[src/prot_lock_pkg.sv]
// Purpose: Shared constants for the sector protection lock control block
// Assumes: Serial link in mode 0 or 3, most significant bit first
// Notes:   Status byte layout and opcodes live here
package prot_lock_pkg;
  localparam int          NUM_SECTORS   = 128;
  localparam int          SEC_IDX_W     = 7;
  localparam int          SEC_ADDR_LSB  = 16;
  localparam int          SEC_ADDR_MSB  = 22;
  localparam logic [7:0]  OP_WR_STATUS  = 8'h01;
  localparam logic [7:0]  OP_RD_STATUS  = 8'h05;
  localparam logic [7:0]  OP_WR_DISABLE = 8'h04;
  localparam logic [7:0]  OP_WR_ENABLE  = 8'h06;
  localparam logic [7:0]  OP_RD_PROT    = 8'h3c;
  localparam logic [5:0]  CNT_OPCODE    = 6'h08;
  localparam logic [5:0]  CNT_WR_DATA   = 6'h10;
  localparam logic [5:0]  CNT_ADDR_DONE = 6'h20;
  localparam logic [5:0]  CNT_WRAP_LAST = 6'h27;
  localparam logic [3:0]  GLOBAL_CLEAR  = 4'h0;
  localparam logic [3:0]  GLOBAL_SET    = 4'hf;
  localparam int          ST_LOCK_BIT   = 7;
  localparam int          ST_WP_BIT     = 4;
  localparam int          ST_WEL_BIT    = 1;
  localparam int          ST_GLOB_MSB   = 5;
  localparam int          ST_GLOB_LSB   = 2;
  localparam logic [1:0]  SUM_NONE      = 2'h0;
  localparam logic [1:0]  SUM_SOME      = 2'h1;
  localparam logic [1:0]  SUM_ALL       = 2'h3;
  localparam logic [3:0]  PIN_SYNC_RST  = 4'he;
  localparam logic        LOCK_RST      = 1'h0;
  localparam logic        PROT_RST      = 1'h1;
endpackage

[src/link_pin_sync.sv]
// Purpose: Two-flop synchronisers plus one delay stage for edge finding
// Assumes: Inputs are asynchronous pins
// Notes:   Only the second stage and delay stage are visible outside
`timescale 1ns/10ps
module link_pin_sync
  import prot_lock_pkg::*;
(
  input  wire logic       clk_i,
  input  wire logic       nrst_i,
  input  wire logic [3:0] pins_i,
  output logic      [3:0] sync_o,
  output logic      [3:0] prev_o
);
  logic [3:0] meta_ff;
  logic [3:0] sync_ff;
  logic [3:0] prev_ff;

  always_ff @(posedge clk_i or negedge nrst_i) begin
    if (!nrst_i) begin
      meta_ff <= PIN_SYNC_RST;
      sync_ff <= PIN_SYNC_RST;
      prev_ff <= PIN_SYNC_RST;
    end else begin
      meta_ff <= pins_i;
      sync_ff <= meta_ff;
      prev_ff <= sync_ff;
    end
  end

  assign sync_o = sync_ff;
  assign prev_o = prev_ff;
endmodule // link_pin_sync

[src/sector_prot_array.sv]
// Purpose: Per-sector software protection bits with global set and clear
// Assumes: Set and clear are never both high
// Notes:   Summary flags feed the status byte
`timescale 1ns/10ps
module sector_prot_array
  import prot_lock_pkg::*;
(
  input  wire logic                 clk_i,
  input  wire logic                 nrst_i,
  input  wire logic                 set_all_i,
  input  wire logic                 clr_all_i,
  input  wire logic [SEC_IDX_W-1:0] sel_i,
  output logic                      sel_bit_o,
  output logic                      all_set_o,
  output logic                      any_set_o
);
  logic [NUM_SECTORS-1:0] prot_ff;

  genvar g;
  generate
    for (g = 0; g < NUM_SECTORS; g++) begin : g_sec
      always_ff @(posedge clk_i or negedge nrst_i) begin
        if (!nrst_i) begin
          prot_ff[g] <= PROT_RST;
        end else if (set_all_i) begin
          prot_ff[g] <= 1'b1;
        end else if (clr_all_i) begin
          prot_ff[g] <= 1'b0;
        end
      end
    end
  endgenerate

  assign sel_bit_o = prot_ff[sel_i];
  assign all_set_o = &prot_ff;
  assign any_set_o = |prot_ff;
endmodule // sector_prot_array

[src/sector_protect_lock_control.sv]
// Purpose: Global protect decode, lock bit and protection readback over a serial link
// Assumes: Link pins are asynchronous; serial clock well below a quarter of CLK_SYS_I
// Notes:   Mode 0 and 3 framing; status write takes effect at chip select release
// Functional notes
// - Bits five-two all zero clears, all one sets
// - Soft lock blocks any global protect change
// - Soft lock still loads bit seven into lock
// - 00h unlocked clears all, lock stays zero
// - 7Fh unlocked sets all, lock stays zero
// - FFh unlocked sets all and sets lock
// - 0Fh clears lock only with pin high
// - F0h sets lock, protection untouched
// - Only bit seven is stored on write
// - Read bits four-two show pin and summary
// - Repeat FFh if protected, else 00h
// - Fast clock: first output byte invalid, skip it
// - Chip select release ends read, output floats
// - Readback carries only sector software bit
// - Status shows all, some or none protected
// - Pin low with lock set hard-locks lock bit and protection
// - Global protect during suspend aborts, clears latch
`timescale 1ns/10ps
module sector_protect_lock_control
  import prot_lock_pkg::*;
(
  input  wire logic CLK_SYS_I,
  input  wire logic NRST_I,
  input  wire logic CS_N_I,
  input  wire logic SCK_I,
  input  wire logic SI_I,
  input  wire logic WP_N_I,
  input  wire logic SUSPEND_ACTIVE_I,
  output logic      SO_O,
  output logic      SO_OE_O,
  output logic      PROTECTION_LOCK_BIT_O,
  output logic      WRITE_ENABLE_LATCH_O
);
  logic [3:0]           pin_sync;
  logic [3:0]           pin_prev;
  logic [5:0]           bit_cnt_ff;
  logic [31:0]          shift_ff;
  logic [7:0]           opcode_ff;
  logic [7:0]           wdata_ff;
  logic                 wdata_ok_ff;
  logic [SEC_IDX_W-1:0] sector_ff;
  logic                 lock_ff;
  logic                 wel_ff;
  logic                 so_ff;
  logic                 drive_ff;
  logic                 nxt_lock;
  logic                 nxt_wel;

  link_pin_sync u_sync (
    .clk_i  (CLK_SYS_I),
    .nrst_i (NRST_I),
    .pins_i ({WP_N_I, CS_N_I, SCK_I, SI_I}),
    .sync_o (pin_sync),
    .prev_o (pin_prev)
  );

  wire        si_s      = pin_sync[0];
  wire        sck_rise  = pin_sync[1] & ~pin_prev[1];
  wire        sck_fall  = ~pin_sync[1] & pin_prev[1];
  wire        cs_act    = ~pin_sync[2];
  wire        cs_end    = pin_sync[2] & ~pin_prev[2];
  wire        wp_high   = pin_sync[3];
  wire [31:0] shift_nxt = {shift_ff[30:0], si_s};
  wire [5:0]  cnt_inc   = (bit_cnt_ff == CNT_WRAP_LAST) ? CNT_ADDR_DONE : bit_cnt_ff + 6'h01;

  // Lock state from pin and lock bit
  wire        hard_lock = ~wp_high & lock_ff;
  wire        soft_lock = wp_high & lock_ff;
  wire [3:0]  glob_bits = wdata_ff[ST_GLOB_MSB:ST_GLOB_LSB];

  // Status write decode at chip select release
  wire        wr_apply  = cs_end & (opcode_ff == OP_WR_STATUS) & wdata_ok_ff & wel_ff;
  wire        want_set  = wr_apply & ~lock_ff & (glob_bits == GLOBAL_SET);
  wire        want_clr  = wr_apply & ~lock_ff & (glob_bits == GLOBAL_CLEAR);
  wire        set_abort = want_set & SUSPEND_ACTIVE_I;
  wire        do_set    = want_set & ~SUSPEND_ACTIVE_I;
  wire        do_clr    = want_clr;
  wire        op_wren   = cs_end & (bit_cnt_ff == CNT_OPCODE) & (opcode_ff == OP_WR_ENABLE);
  wire        op_wrdis  = cs_end & (bit_cnt_ff == CNT_OPCODE) & (opcode_ff == OP_WR_DISABLE);

  logic       sel_bit;
  logic       all_set;
  logic       any_set;

  sector_prot_array u_prot (
    .clk_i     (CLK_SYS_I),
    .nrst_i    (NRST_I),
    .set_all_i (do_set),
    .clr_all_i (do_clr),
    .sel_i     (sector_ff),
    .sel_bit_o (sel_bit),
    .all_set_o (all_set),
    .any_set_o (any_set)
  );

  // Status byte as read back
  wire [1:0]  summary     = all_set ? SUM_ALL : (any_set ? SUM_SOME : SUM_NONE);
  wire [7:0]  status_byte = {lock_ff, 2'h0, ~wp_high, summary, wel_ff, 1'h0};

  // Output byte select for the two read commands
  wire        rd_prot_ph  = (opcode_ff == OP_RD_PROT) & (bit_cnt_ff >= CNT_ADDR_DONE);
  wire        rd_stat_ph  = (opcode_ff == OP_RD_STATUS) & (bit_cnt_ff >= CNT_OPCODE);
  wire        out_phase   = cs_act & (rd_prot_ph | rd_stat_ph);
  wire [7:0]  out_byte    = rd_prot_ph ? {8{sel_bit}} : status_byte;
  wire [2:0]  out_idx     = ~bit_cnt_ff[2:0];

  // Lock bit and latch next values
  always_comb begin
    nxt_lock = lock_ff;
    nxt_wel  = wel_ff;
    if (op_wren) begin
      nxt_wel = 1'b1;
    end else if (op_wrdis) begin
      nxt_wel = 1'b0;
    end else if (wr_apply) begin
      nxt_wel = 1'b0;
      if (!hard_lock && !set_abort) begin
        nxt_lock = wdata_ff[ST_LOCK_BIT];
      end
    end
  end

  // Serial input framing
  always_ff @(posedge CLK_SYS_I or negedge NRST_I) begin
    if (!NRST_I) begin
      bit_cnt_ff  <= 6'h00;
      shift_ff    <= 32'h0;
      opcode_ff   <= 8'h00;
      wdata_ff    <= 8'h00;
      wdata_ok_ff <= 1'b0;
      sector_ff   <= '0;
    end else if (!cs_act) begin
      bit_cnt_ff  <= 6'h00;
      if (!cs_end) begin
        wdata_ok_ff <= 1'b0;
        opcode_ff   <= 8'h00;
      end
    end else if (sck_rise) begin
      bit_cnt_ff <= cnt_inc;
      shift_ff   <= shift_nxt;
      if (bit_cnt_ff == CNT_OPCODE - 6'h01) begin
        opcode_ff <= shift_nxt[7:0];
      end
      if (bit_cnt_ff == CNT_WR_DATA - 6'h01) begin
        wdata_ff    <= shift_nxt[7:0];
        wdata_ok_ff <= 1'b1;
      end
      if (bit_cnt_ff == CNT_ADDR_DONE - 6'h01) begin
        sector_ff <= shift_nxt[SEC_ADDR_MSB:SEC_ADDR_LSB];
      end
    end
  end

  // Lock and latch registers
  always_ff @(posedge CLK_SYS_I or negedge NRST_I) begin
    if (!NRST_I) begin
      lock_ff <= LOCK_RST;
      wel_ff  <= 1'b0;
    end else begin
      lock_ff <= nxt_lock;
      wel_ff  <= nxt_wel;
    end
  end

  // Serial output on falling serial clock edges
  always_ff @(posedge CLK_SYS_I or negedge NRST_I) begin
    if (!NRST_I) begin
      so_ff    <= 1'b0;
      drive_ff <= 1'b0;
    end else if (!cs_act) begin
      drive_ff <= 1'b0;
    end else if (sck_fall && out_phase) begin
      so_ff    <= out_byte[out_idx];
      drive_ff <= 1'b1;
    end
  end

  assign SO_O                  = so_ff;
  assign SO_OE_O               = drive_ff & cs_act;
  assign PROTECTION_LOCK_BIT_O = lock_ff;
  assign WRITE_ENABLE_LATCH_O  = wel_ff;
endmodule // sector_protect_lock_control

[config.mk]
export PLATFORM = sky130hd
export DESIGN_NAME = sector_protect_lock_control
export DESIGN_NICKNAME = d
export VERILOG_FILES = /design/src/prot_lock_pkg.sv /design/src/link_pin_sync.sv /design/src/sector_prot_array.sv /design/src/sector_protect_lock_control.sv
export SDC_FILE = /design/constraint.sdc
export NUM_CORES = 1
export LEC_CHECK = 0
export BUFFER_PORTS_ARGS = -buffer_cell sky130_fd_sc_hd__buf_2
export CAP_MARGIN = 20
export CELL_PAD_IN_SITES_DETAIL_PLACEMENT = 1
export CELL_PAD_IN_SITES_GLOBAL_PLACEMENT = 1
export CORE_MARGIN = 5
export CORE_UTILIZATION = 38
export CTS_CLUSTER_SIZE = 24
export DETAILED_ROUTE_END_ITERATION = 12
export PLACE_DENSITY = 0.7
export SKIP_CTS_REPAIR_TIMING = 1
export SLEW_MARGIN = 30
export SYNTH_ARGS = -nofsm -noshare
export SYNTH_HDL_FRONTEND = slang
export SYNTH_HIERARCHICAL = 1
export SYNTH_SLANG_ARGS = --single-unit
export TNS_END_PERCENT = 5
[constraint.sdc]
create_clock -name CLK_SYS_I -period 1.9 [get_ports CLK_SYS_I]
set_clock_uncertainty 0.2 [all_clocks]
set_input_delay 0.475 -clock CLK_SYS_I [delete_from_list [all_inputs] [get_ports CLK_SYS_I]]
set_output_delay 0.475 -clock CLK_SYS_I [all_outputs]
set_load 0.02 [all_outputs]
# Yosys cells after proc, flatten, opt, wreduce, memory -nomap -nowiden
# Cells that the tools add are included.
# Widths: inputs -> output; s select.
classes:
  n_addsub: 1
  n_lt_le_gt_ge: 4
  eq_ne: 12
  muxes: 24
  bitwise: 30
  n_reduce_logical: 18
ops:
  columns: ["op", "count"]
  rows:
  - ["$mux 8", 5]
  - ["$eq 8x3->1 const B", 3]
  - ["$and 1x1->1", 19]
  - ["$mux 6", 3]
  - ["$mux 1", 13]
  - ["$eq 6x4->1 const B", 2]
  - ["$reduce_and 3->1", 4]
  - ["$reduce_bool 2->1", 5]
  - ["$not 1->1", 9]
  - ["$eq 8x1->1 const B", 1]
  - ["$eq 8x6->1 const B", 1]
  - ["$lt 7x8->1 const B", 1]
  - ["$bmux 1 s7", 1]
  - ["$add 6x1->6 const B", 1]
  - ["$eq 6x3->1 const B", 1]
  - ["$eq 6x5->1 const B", 1]
  - ["$eq 6x6->1 const B", 1]
  - ["$ge 6x4->1 const B", 1]
  - ["$ge 6x6->1 const B", 1]
  - ["$eq 4x4->1 const B", 1]
  - ["$logic_not 4->1", 1]
  - ["$lt 3x4->1 const B", 1]
  - ["$reduce_and 2->1", 2]
  - ["$reduce_and 4->1", 1]
  - ["other kinds (8)", 10]
totals:
  ff_bits: 68
  inputBits: 7
  out_inout_bits: 4
  word_cells: 103

# Logic depth before layout (Yosys ltp)
# Gate-level depths: netlist of run 1.
logic_depth:
  ltp_word: 11
  mapped_depth: 6
  mapped_depth_nobuf: 5

# Modules after synthesis
# Netlist of run 1, hierarchy kept.
modules_own_cells:
  columns: ["mod", "instances", "cells_each", "area_per_inst_um2", "seq_area_each_um2"]
  rows:
  - ["sector_protect_lock_control", 1, 191, 2393.5, 1326.3]
  - ["link_pin_sync", 1, 12, 311.5, 311.5]
  - ["sector_prot_array", 1, 5, 52.6, 26.3]

# Least setup slack after synthesis of run 1
# Ideal clock, no wire load.
synth_timing:
  kind: "register to register"
  start: "reg u_sync.sync_ff[1], in the netlist u_sync/sync_o[1]"
  end: "reg sector_ff[0]"
  setup_time_ns: 0.125
  arrival_time_ns: 1.716
  required_ns: 1.575
  slack_ns: -0.140
  stages_incl_launch_ff: 5
  n_path_buf: 0
  synth_period_minus_slack_ns: 2.040
  cell_sequence: "dfstp_2 nor3b_4 nand4_2 nor3b_4 mux2_2"
synth_between:
  elab_chain_cells: 2
synth_lines:
  columns: ["element", "line", "rtl"]
  rows:
  - ["from (decl)", "link_pin_sync.sv:15", "logic [3:0] sync_ff;"]
  - ["from (signal assigned)", "link_pin_sync.sv:25", "sync_ff <= meta_ff;"]
  - ["$and 1x1->1", "sector_protect_lock_control.sv:62", "wire sck_rise = pin_sync[1] & ~pin_prev[1];"]
  - ["$reduce_and 3->1 (no source line)", null, null]
  - ["to (signal assigned)", "sector_protect_lock_control.sv:153", "sector_ff <= shift_nxt[SEC_ADDR_MSB:SEC_ADDR_LSB];"]
  - ["to (decl)", "sector_protect_lock_control.sv:45", "logic [SEC_IDX_W-1:0] sector_ff;"]
# No other way between the ends.
# A chain may end at the register's enable or synchronous reset.

# Worst setup path in the final report of run 1
layout_timing:
  start: "reg u_sync.sync_ff[2], in the netlist u_sync/sync_o[2]"
  end: "out SO_OE_O"
layout_between:
  elab_chain_cells: 2
layout_lines:
  columns: ["element", "line", "rtl"]
  rows:
  - ["$not 1->1 (no source line)", null, null]
  - ["$and 1x1->1", "sector_protect_lock_control.sv:183", "assign SO_OE_O = drive_ff & cs_act;"]
  - ["to (decl)", "sector_protect_lock_control.sv:34", "output logic SO_OE_O,"]
# No other way between the ends.

==> results.toml, run 1 <==
[finish]
post-route-util_pct = 48.1
mostFrequentLayoutCells = "dfrtp_1 (33), nor2_1 (12), buf_4 (11)"
syn_to_final_growth_pct = 22.0
drive_above_1_share_pct = 34.6
diodes = 0
layout_commonest_cell = "dfrtp_1"
nets = 190
instances_no_fill = 249

[sta]
worst_pin_slew_ps = 509
rsz0062_at_grt = "true"
fin_crit_ps = 1920
fin_crit_sh_pct = 101
fmaxAchievable_mhz = 521
drv_slew = 0
setup_violations = 2
relSlewSlack_pct = 65.8
finalSetupTns_ps = -28.7
hold_viol_final = 0
fin_ws_ps = -20.9

[drt]
wire_per_inst_um = 17.2
drtAntennaViolNets = 0
via_per_inst = 5.28
vias = 1315
firstDrtPassIters = 4
wl_um = 4280
drt-initial-drc-count = 27
remaining_drc_errors = 0

[floorplanning]
die_w_um = 80.4
initial_core_util_pct = 39.4
num_rows = 25
io_pins = 11
dieHeight_um = 80.4
core_mm2 = 0.00479
dieArea_mm2 = 0.00647

[setup_path]
crit_type = "flop to output pin"
cp.required_ps = 1220
cp.arrival_ps = 1250
cp-start-kind = "flop"
crit_path_max_fanout = 8
endpoint_kind = "output pin"

[pwr]
finalPower_mw = 1.90
switching_share_pct = 23.4
intPower_mw = 1.45
ir_drop_mv = 0.563
comb_power_share_pct = 7.5
p_leak_nw = 1.03
p_per_area_mw_per_mm2 = 824
power.share.sequential_pct = 55.7
p_sw_mw = 0.444
pwr-share-clk_pct = 36.8

[global_routing]
grt_max_degree = 26
grt_overflow = 0
track_usage_pct = 14.4
grt_pass1_wl_um = 7010
grt_pass1_vias = 1425
antenna_found_initial = 0

[yosys]
synth_area_mm2 = 0.00189
syn-instance-count = 160
synth_warnings = 6
syn_area_per_cell_um2 = 11.8
synth_nets = 169

[job]
cap_violations = 0

[clock_network]
cts_sinks = 42
path_clk_slew_ps = 80
cts_buffers = 5
tritoncts = "built"
cts.root.buffer_cell = "clkbuf_8"
clk_path_buf_depth = 2
worstSkewPairLatency_ps = 290
htree_levels = 2

[place]
port_buffers = 10
dp_hpwl_um = 3080
gp_congestion = 0.786
placedCellCount = 235

[status]
status = "complete, but fails checks"
violations = "negative setup slack"

[min_path]
min_path_type = "input port to flop"
## worst paths after layout
path | startpoint | cells after the start | end | slack (ps)
min in group asynchronous | NRST_I | 2 | bit_cnt_ff[3]$_DFFE_PN0P_ | 470
max in group asynchronous | NRST_I | 3 | u_sync/sync_o[2]$_DFF_PN1_ | 470
hold / removal | WP_N_I | 1 | u_sync/meta_ff[3]$_DFF_PN1_ | 70
setup / recovery | u_sync/sync_o[2]$_DFF_PN1_ | 3 | SO_OE_O | -20
hold reg to reg | u_sync/meta_ff[3]$_DFF_PN1_ | 0 | u_sync/sync_o[3]$_DFF_PN1_ | 160
setup reg to reg | u_sync/sync_o[1]$_DFF_PN1_ | 5 | opcode_ff[5]$_DFFE_PN0P_ | -10
## through the flow
step	hold WS, ps	cell area [um^2]	setup WS, ps
after floorplan	-20.6	1890	57.3
after detailed placement	147	2050	-84.8
after CTS	-65.9	2160	-143
final	73.7	2300	-20.9
after global routing	54.7	2300	-99.1
after global placement	138	2050	-51.8
## layout make-up
| class | count | area [um^2] |
|---|---|---|
| clock buffers | 6 | 72.6 |
| clock inverters | 2 | 37.5 |
| fillers | 509 | 2490 |
| inverters | 6 | 22.5 |
| multi-input cells | 101 | 821 |
| flip-flops and latches | 42 | 1060 |
| well taps | 67 | 83.8 |
| repair buffers | 25 | 200 |
## registers in the layout, summed over array words and instances (netlist names), 2 cells and up
signal	cells
u_sync/sync_o	4
opcode_ff	8
u_sync/meta_ff	4
u_sync/prev_o	2
wdata_ff	5
shift_ff	7
bit_cnt_ff	6
## power groups by stage
| stage | sequential (mW) | combinational (mW) | clock (mW) |
|---|---|---|---|
| 3_3_place_gp | 1.06 | 0.128 | 0 |
| 2_1_floorplan | 1.04 | 0.0877 | 0 |
| 3_5_place_dp | 1.07 | 0.134 | 0 |
| 5_1_grt | 1.07 | 0.158 | 0.766 |
| 4_1_cts | 1.05 | 0.134 | 0.721 |
| 6_report | 1.06 | 0.143 | 0.698 |
## layer usage
metal	GRT usage [%]	part of all wire, %	vias up
li1	-	-	611
met1	16.7	41	681
met2	25.3	55	13
met3	3.48	2.1	10
met4	5.91	2.3	0
met5	0	0	-
## critical path: stages (launching register included)
cell and delay (ps):
dfstp_2 640, buf_6 150, nor2b_4 40, buf_6 120
No activity file was read; power rests on OpenSTA's default activity.
==> inputs of run 2 (changes only) <==
SETUP_SLACK_MARGIN = 0.5   (was default)
==> results.toml, run 2 (synthesized netlist as in run 1, its figures left out) <==
[status]
status = "complete, but fails checks"
violations = "negative hold slack, negative setup slack"

[sta]
fin_crit_sh_pct = 101
relSlewSlack_pct = 69.1
drv_slew = 0
rsz0062_at_grt = "true"
hold_viol_final = 14
worst_pin_slew_ps = 463
fin_ws_ps = -20.9
fmaxAchievable_mhz = 521
finalSetupTns_ps = -20.9
fin_hold_ws_ps = -73.1
fin_crit_ps = 1920
setup_violations = 1

[setup_path]
cp.required_ps = 1220
r2r-start = "opcode_ff[5]$_DFFE_PN0P_"
worstPathCellList = "buf_6, nor2b_4, buf_6"
cp.arrival_ps = 1250
crit_type = "flop to output pin"
crit_path_max_fanout = 8
cp_common_cell = "buf_6"
r2r-end = "PROTECTION_LOCK_BIT_O$_DFFE_PN0P_"
cp-start-kind = "flop"
slowest_stage = "dfstp_2"
r2r_setup_slack_ps = 30
timing.reg2reg.worst_path_depth = 4
cpPeakStageDelay_ps = 640
endpoint_kind = "output pin"

[floorplanning]
core_mm2 = 0.00479
num_rows = 25
initial_core_util_pct = 39.4
dieArea_mm2 = 0.00647
die_w_um = 80.4
dieHeight_um = 80.4
io_pins = 11

[clock_network]
tritoncts = "built"
cts_buffers = 5
path_clk_slew_ps = 80
cts_sinks = 42
worstSkewPairLatency_ps = 290
clk_path_buf_depth = 2
htree_levels = 2
cts.root.buffer_cell = "clkbuf_8"

[place]
gp_congestion = 0.786
place_ws_ps = -89.0
port_buffers = 10
dp_hpwl_um = 3080

[global_routing]
track_usage_pct = 14.6
grt_pass1_vias = 1402
antenna_found_initial = 0
grt_pass1_wl_um = 7020
grt_max_degree = 26
grt_overflow = 0

[drt]
wl_met1_um = 1780
wl_met2_um = 2270
top_layer_used = "met4"
met3_wirelength_um = 92
firstDrtPassIters = 4
via_per_inst = 5.22
wire_per_inst_um = 17.2
vias = 1295
remaining_drc_errors = 0
wl_um = 4250
drt-initial-drc-count = 31
drtAntennaViolNets = 0

[job]
cap_violations = 0

[pwr]
p_per_area_mw_per_mm2 = 809
ir_drop_mv = 0.547
finalPower_mw = 1.90
p_leak_nw = 1.03

[finish]
nets = 189
syn_to_final_growth_pct = 24.4
layout_commonest_cell = "dfrtp_1"
reg.largest.list = "opcode_ff (8), shift_ff (7), bit_cnt_ff (6)"
drive_above_1_share_pct = 38.7
largest_reg_flops = 8
diodes = 0
mostFrequentLayoutCells = "dfrtp_1 (29), nor2_1 (12), buf_4 (11)"
regMostFlops = "opcode_ff"

[min_path]
min_path_type = "input port to asynchronous set/reset pin"
run 2: area by class of cell:
type | instances | area (um^2)
fillers | 508 | 2440
clock buffers | 6 | 72.6
clock inverters | 2 | 37.5
inverters | 6 | 22.5
flip-flops and latches | 42 | 1070
multi-input cells | 101 | 853
repair buffers | 24 | 209
well taps | 67 | 83.8
run 2: critical path: cells and delay by family (launching register included):
| family | cells | cell delay [ps] |
|---|---|---|
| flops | 1 | 640 |
| simple gates | 1 | 40 |
| buf+inv | 2 | 270 |
run 2: worst max path at each step:
stage,cells after the start,start,endpoint
4_1_cts,3,u_sync/sync_o[2]$_DFF_PN1_,SO_OE_O
3_3_place_gp,4,u_sync/sync_o[1]$_DFF_PN1_,wdata_ff[5]$_DFFE_PN0P_
3_5_place_dp,4,u_sync/sync_o[1]$_DFF_PN1_,wdata_ff[3]$_DFFE_PN0P_
5_1_grt,4,u_sync/prev_o[1]$_DFF_PN1_,SO_O$_DFFE_PN0P_
2_1_floorplan,4,u_sync/sync_o[1]$_DFF_PN1_,wdata_ff[2]$_DFFE_PN0P_
6_report,3,u_sync/sync_o[2]$_DFF_PN1_,SO_OE_O
run 2: where the power goes:
part           total (mW)  internal (mW)  switching [mW]
Clock               0.695          0.392           0.304
Combinational       0.146         0.0854          0.0608
Sequential           1.06          0.976          0.0806
run 2: per-layer routing:
metal,GRT usage (%),up-vias
met1,17.2,669
met3,3.81,10
met4,6.93,0
met5,0,-
li1,-,605
met2,24.5,11
run 2: through the flow:
step / hold slack, ps / utilization (%) / std cells / cell area (um^2)
floorplan: -20.6 / - / 160 / 1890
global placement: 138 / 42.9 / 235 / 2050
detailed placement: 147 / 42.9 / 235 / 2050
CTS: -72.1 / 45.2 / 243 / 2160
global route: -52.0 / 49.0 / 248 / 2350
finish: -73.1 / 49.0 / 248 / 2350
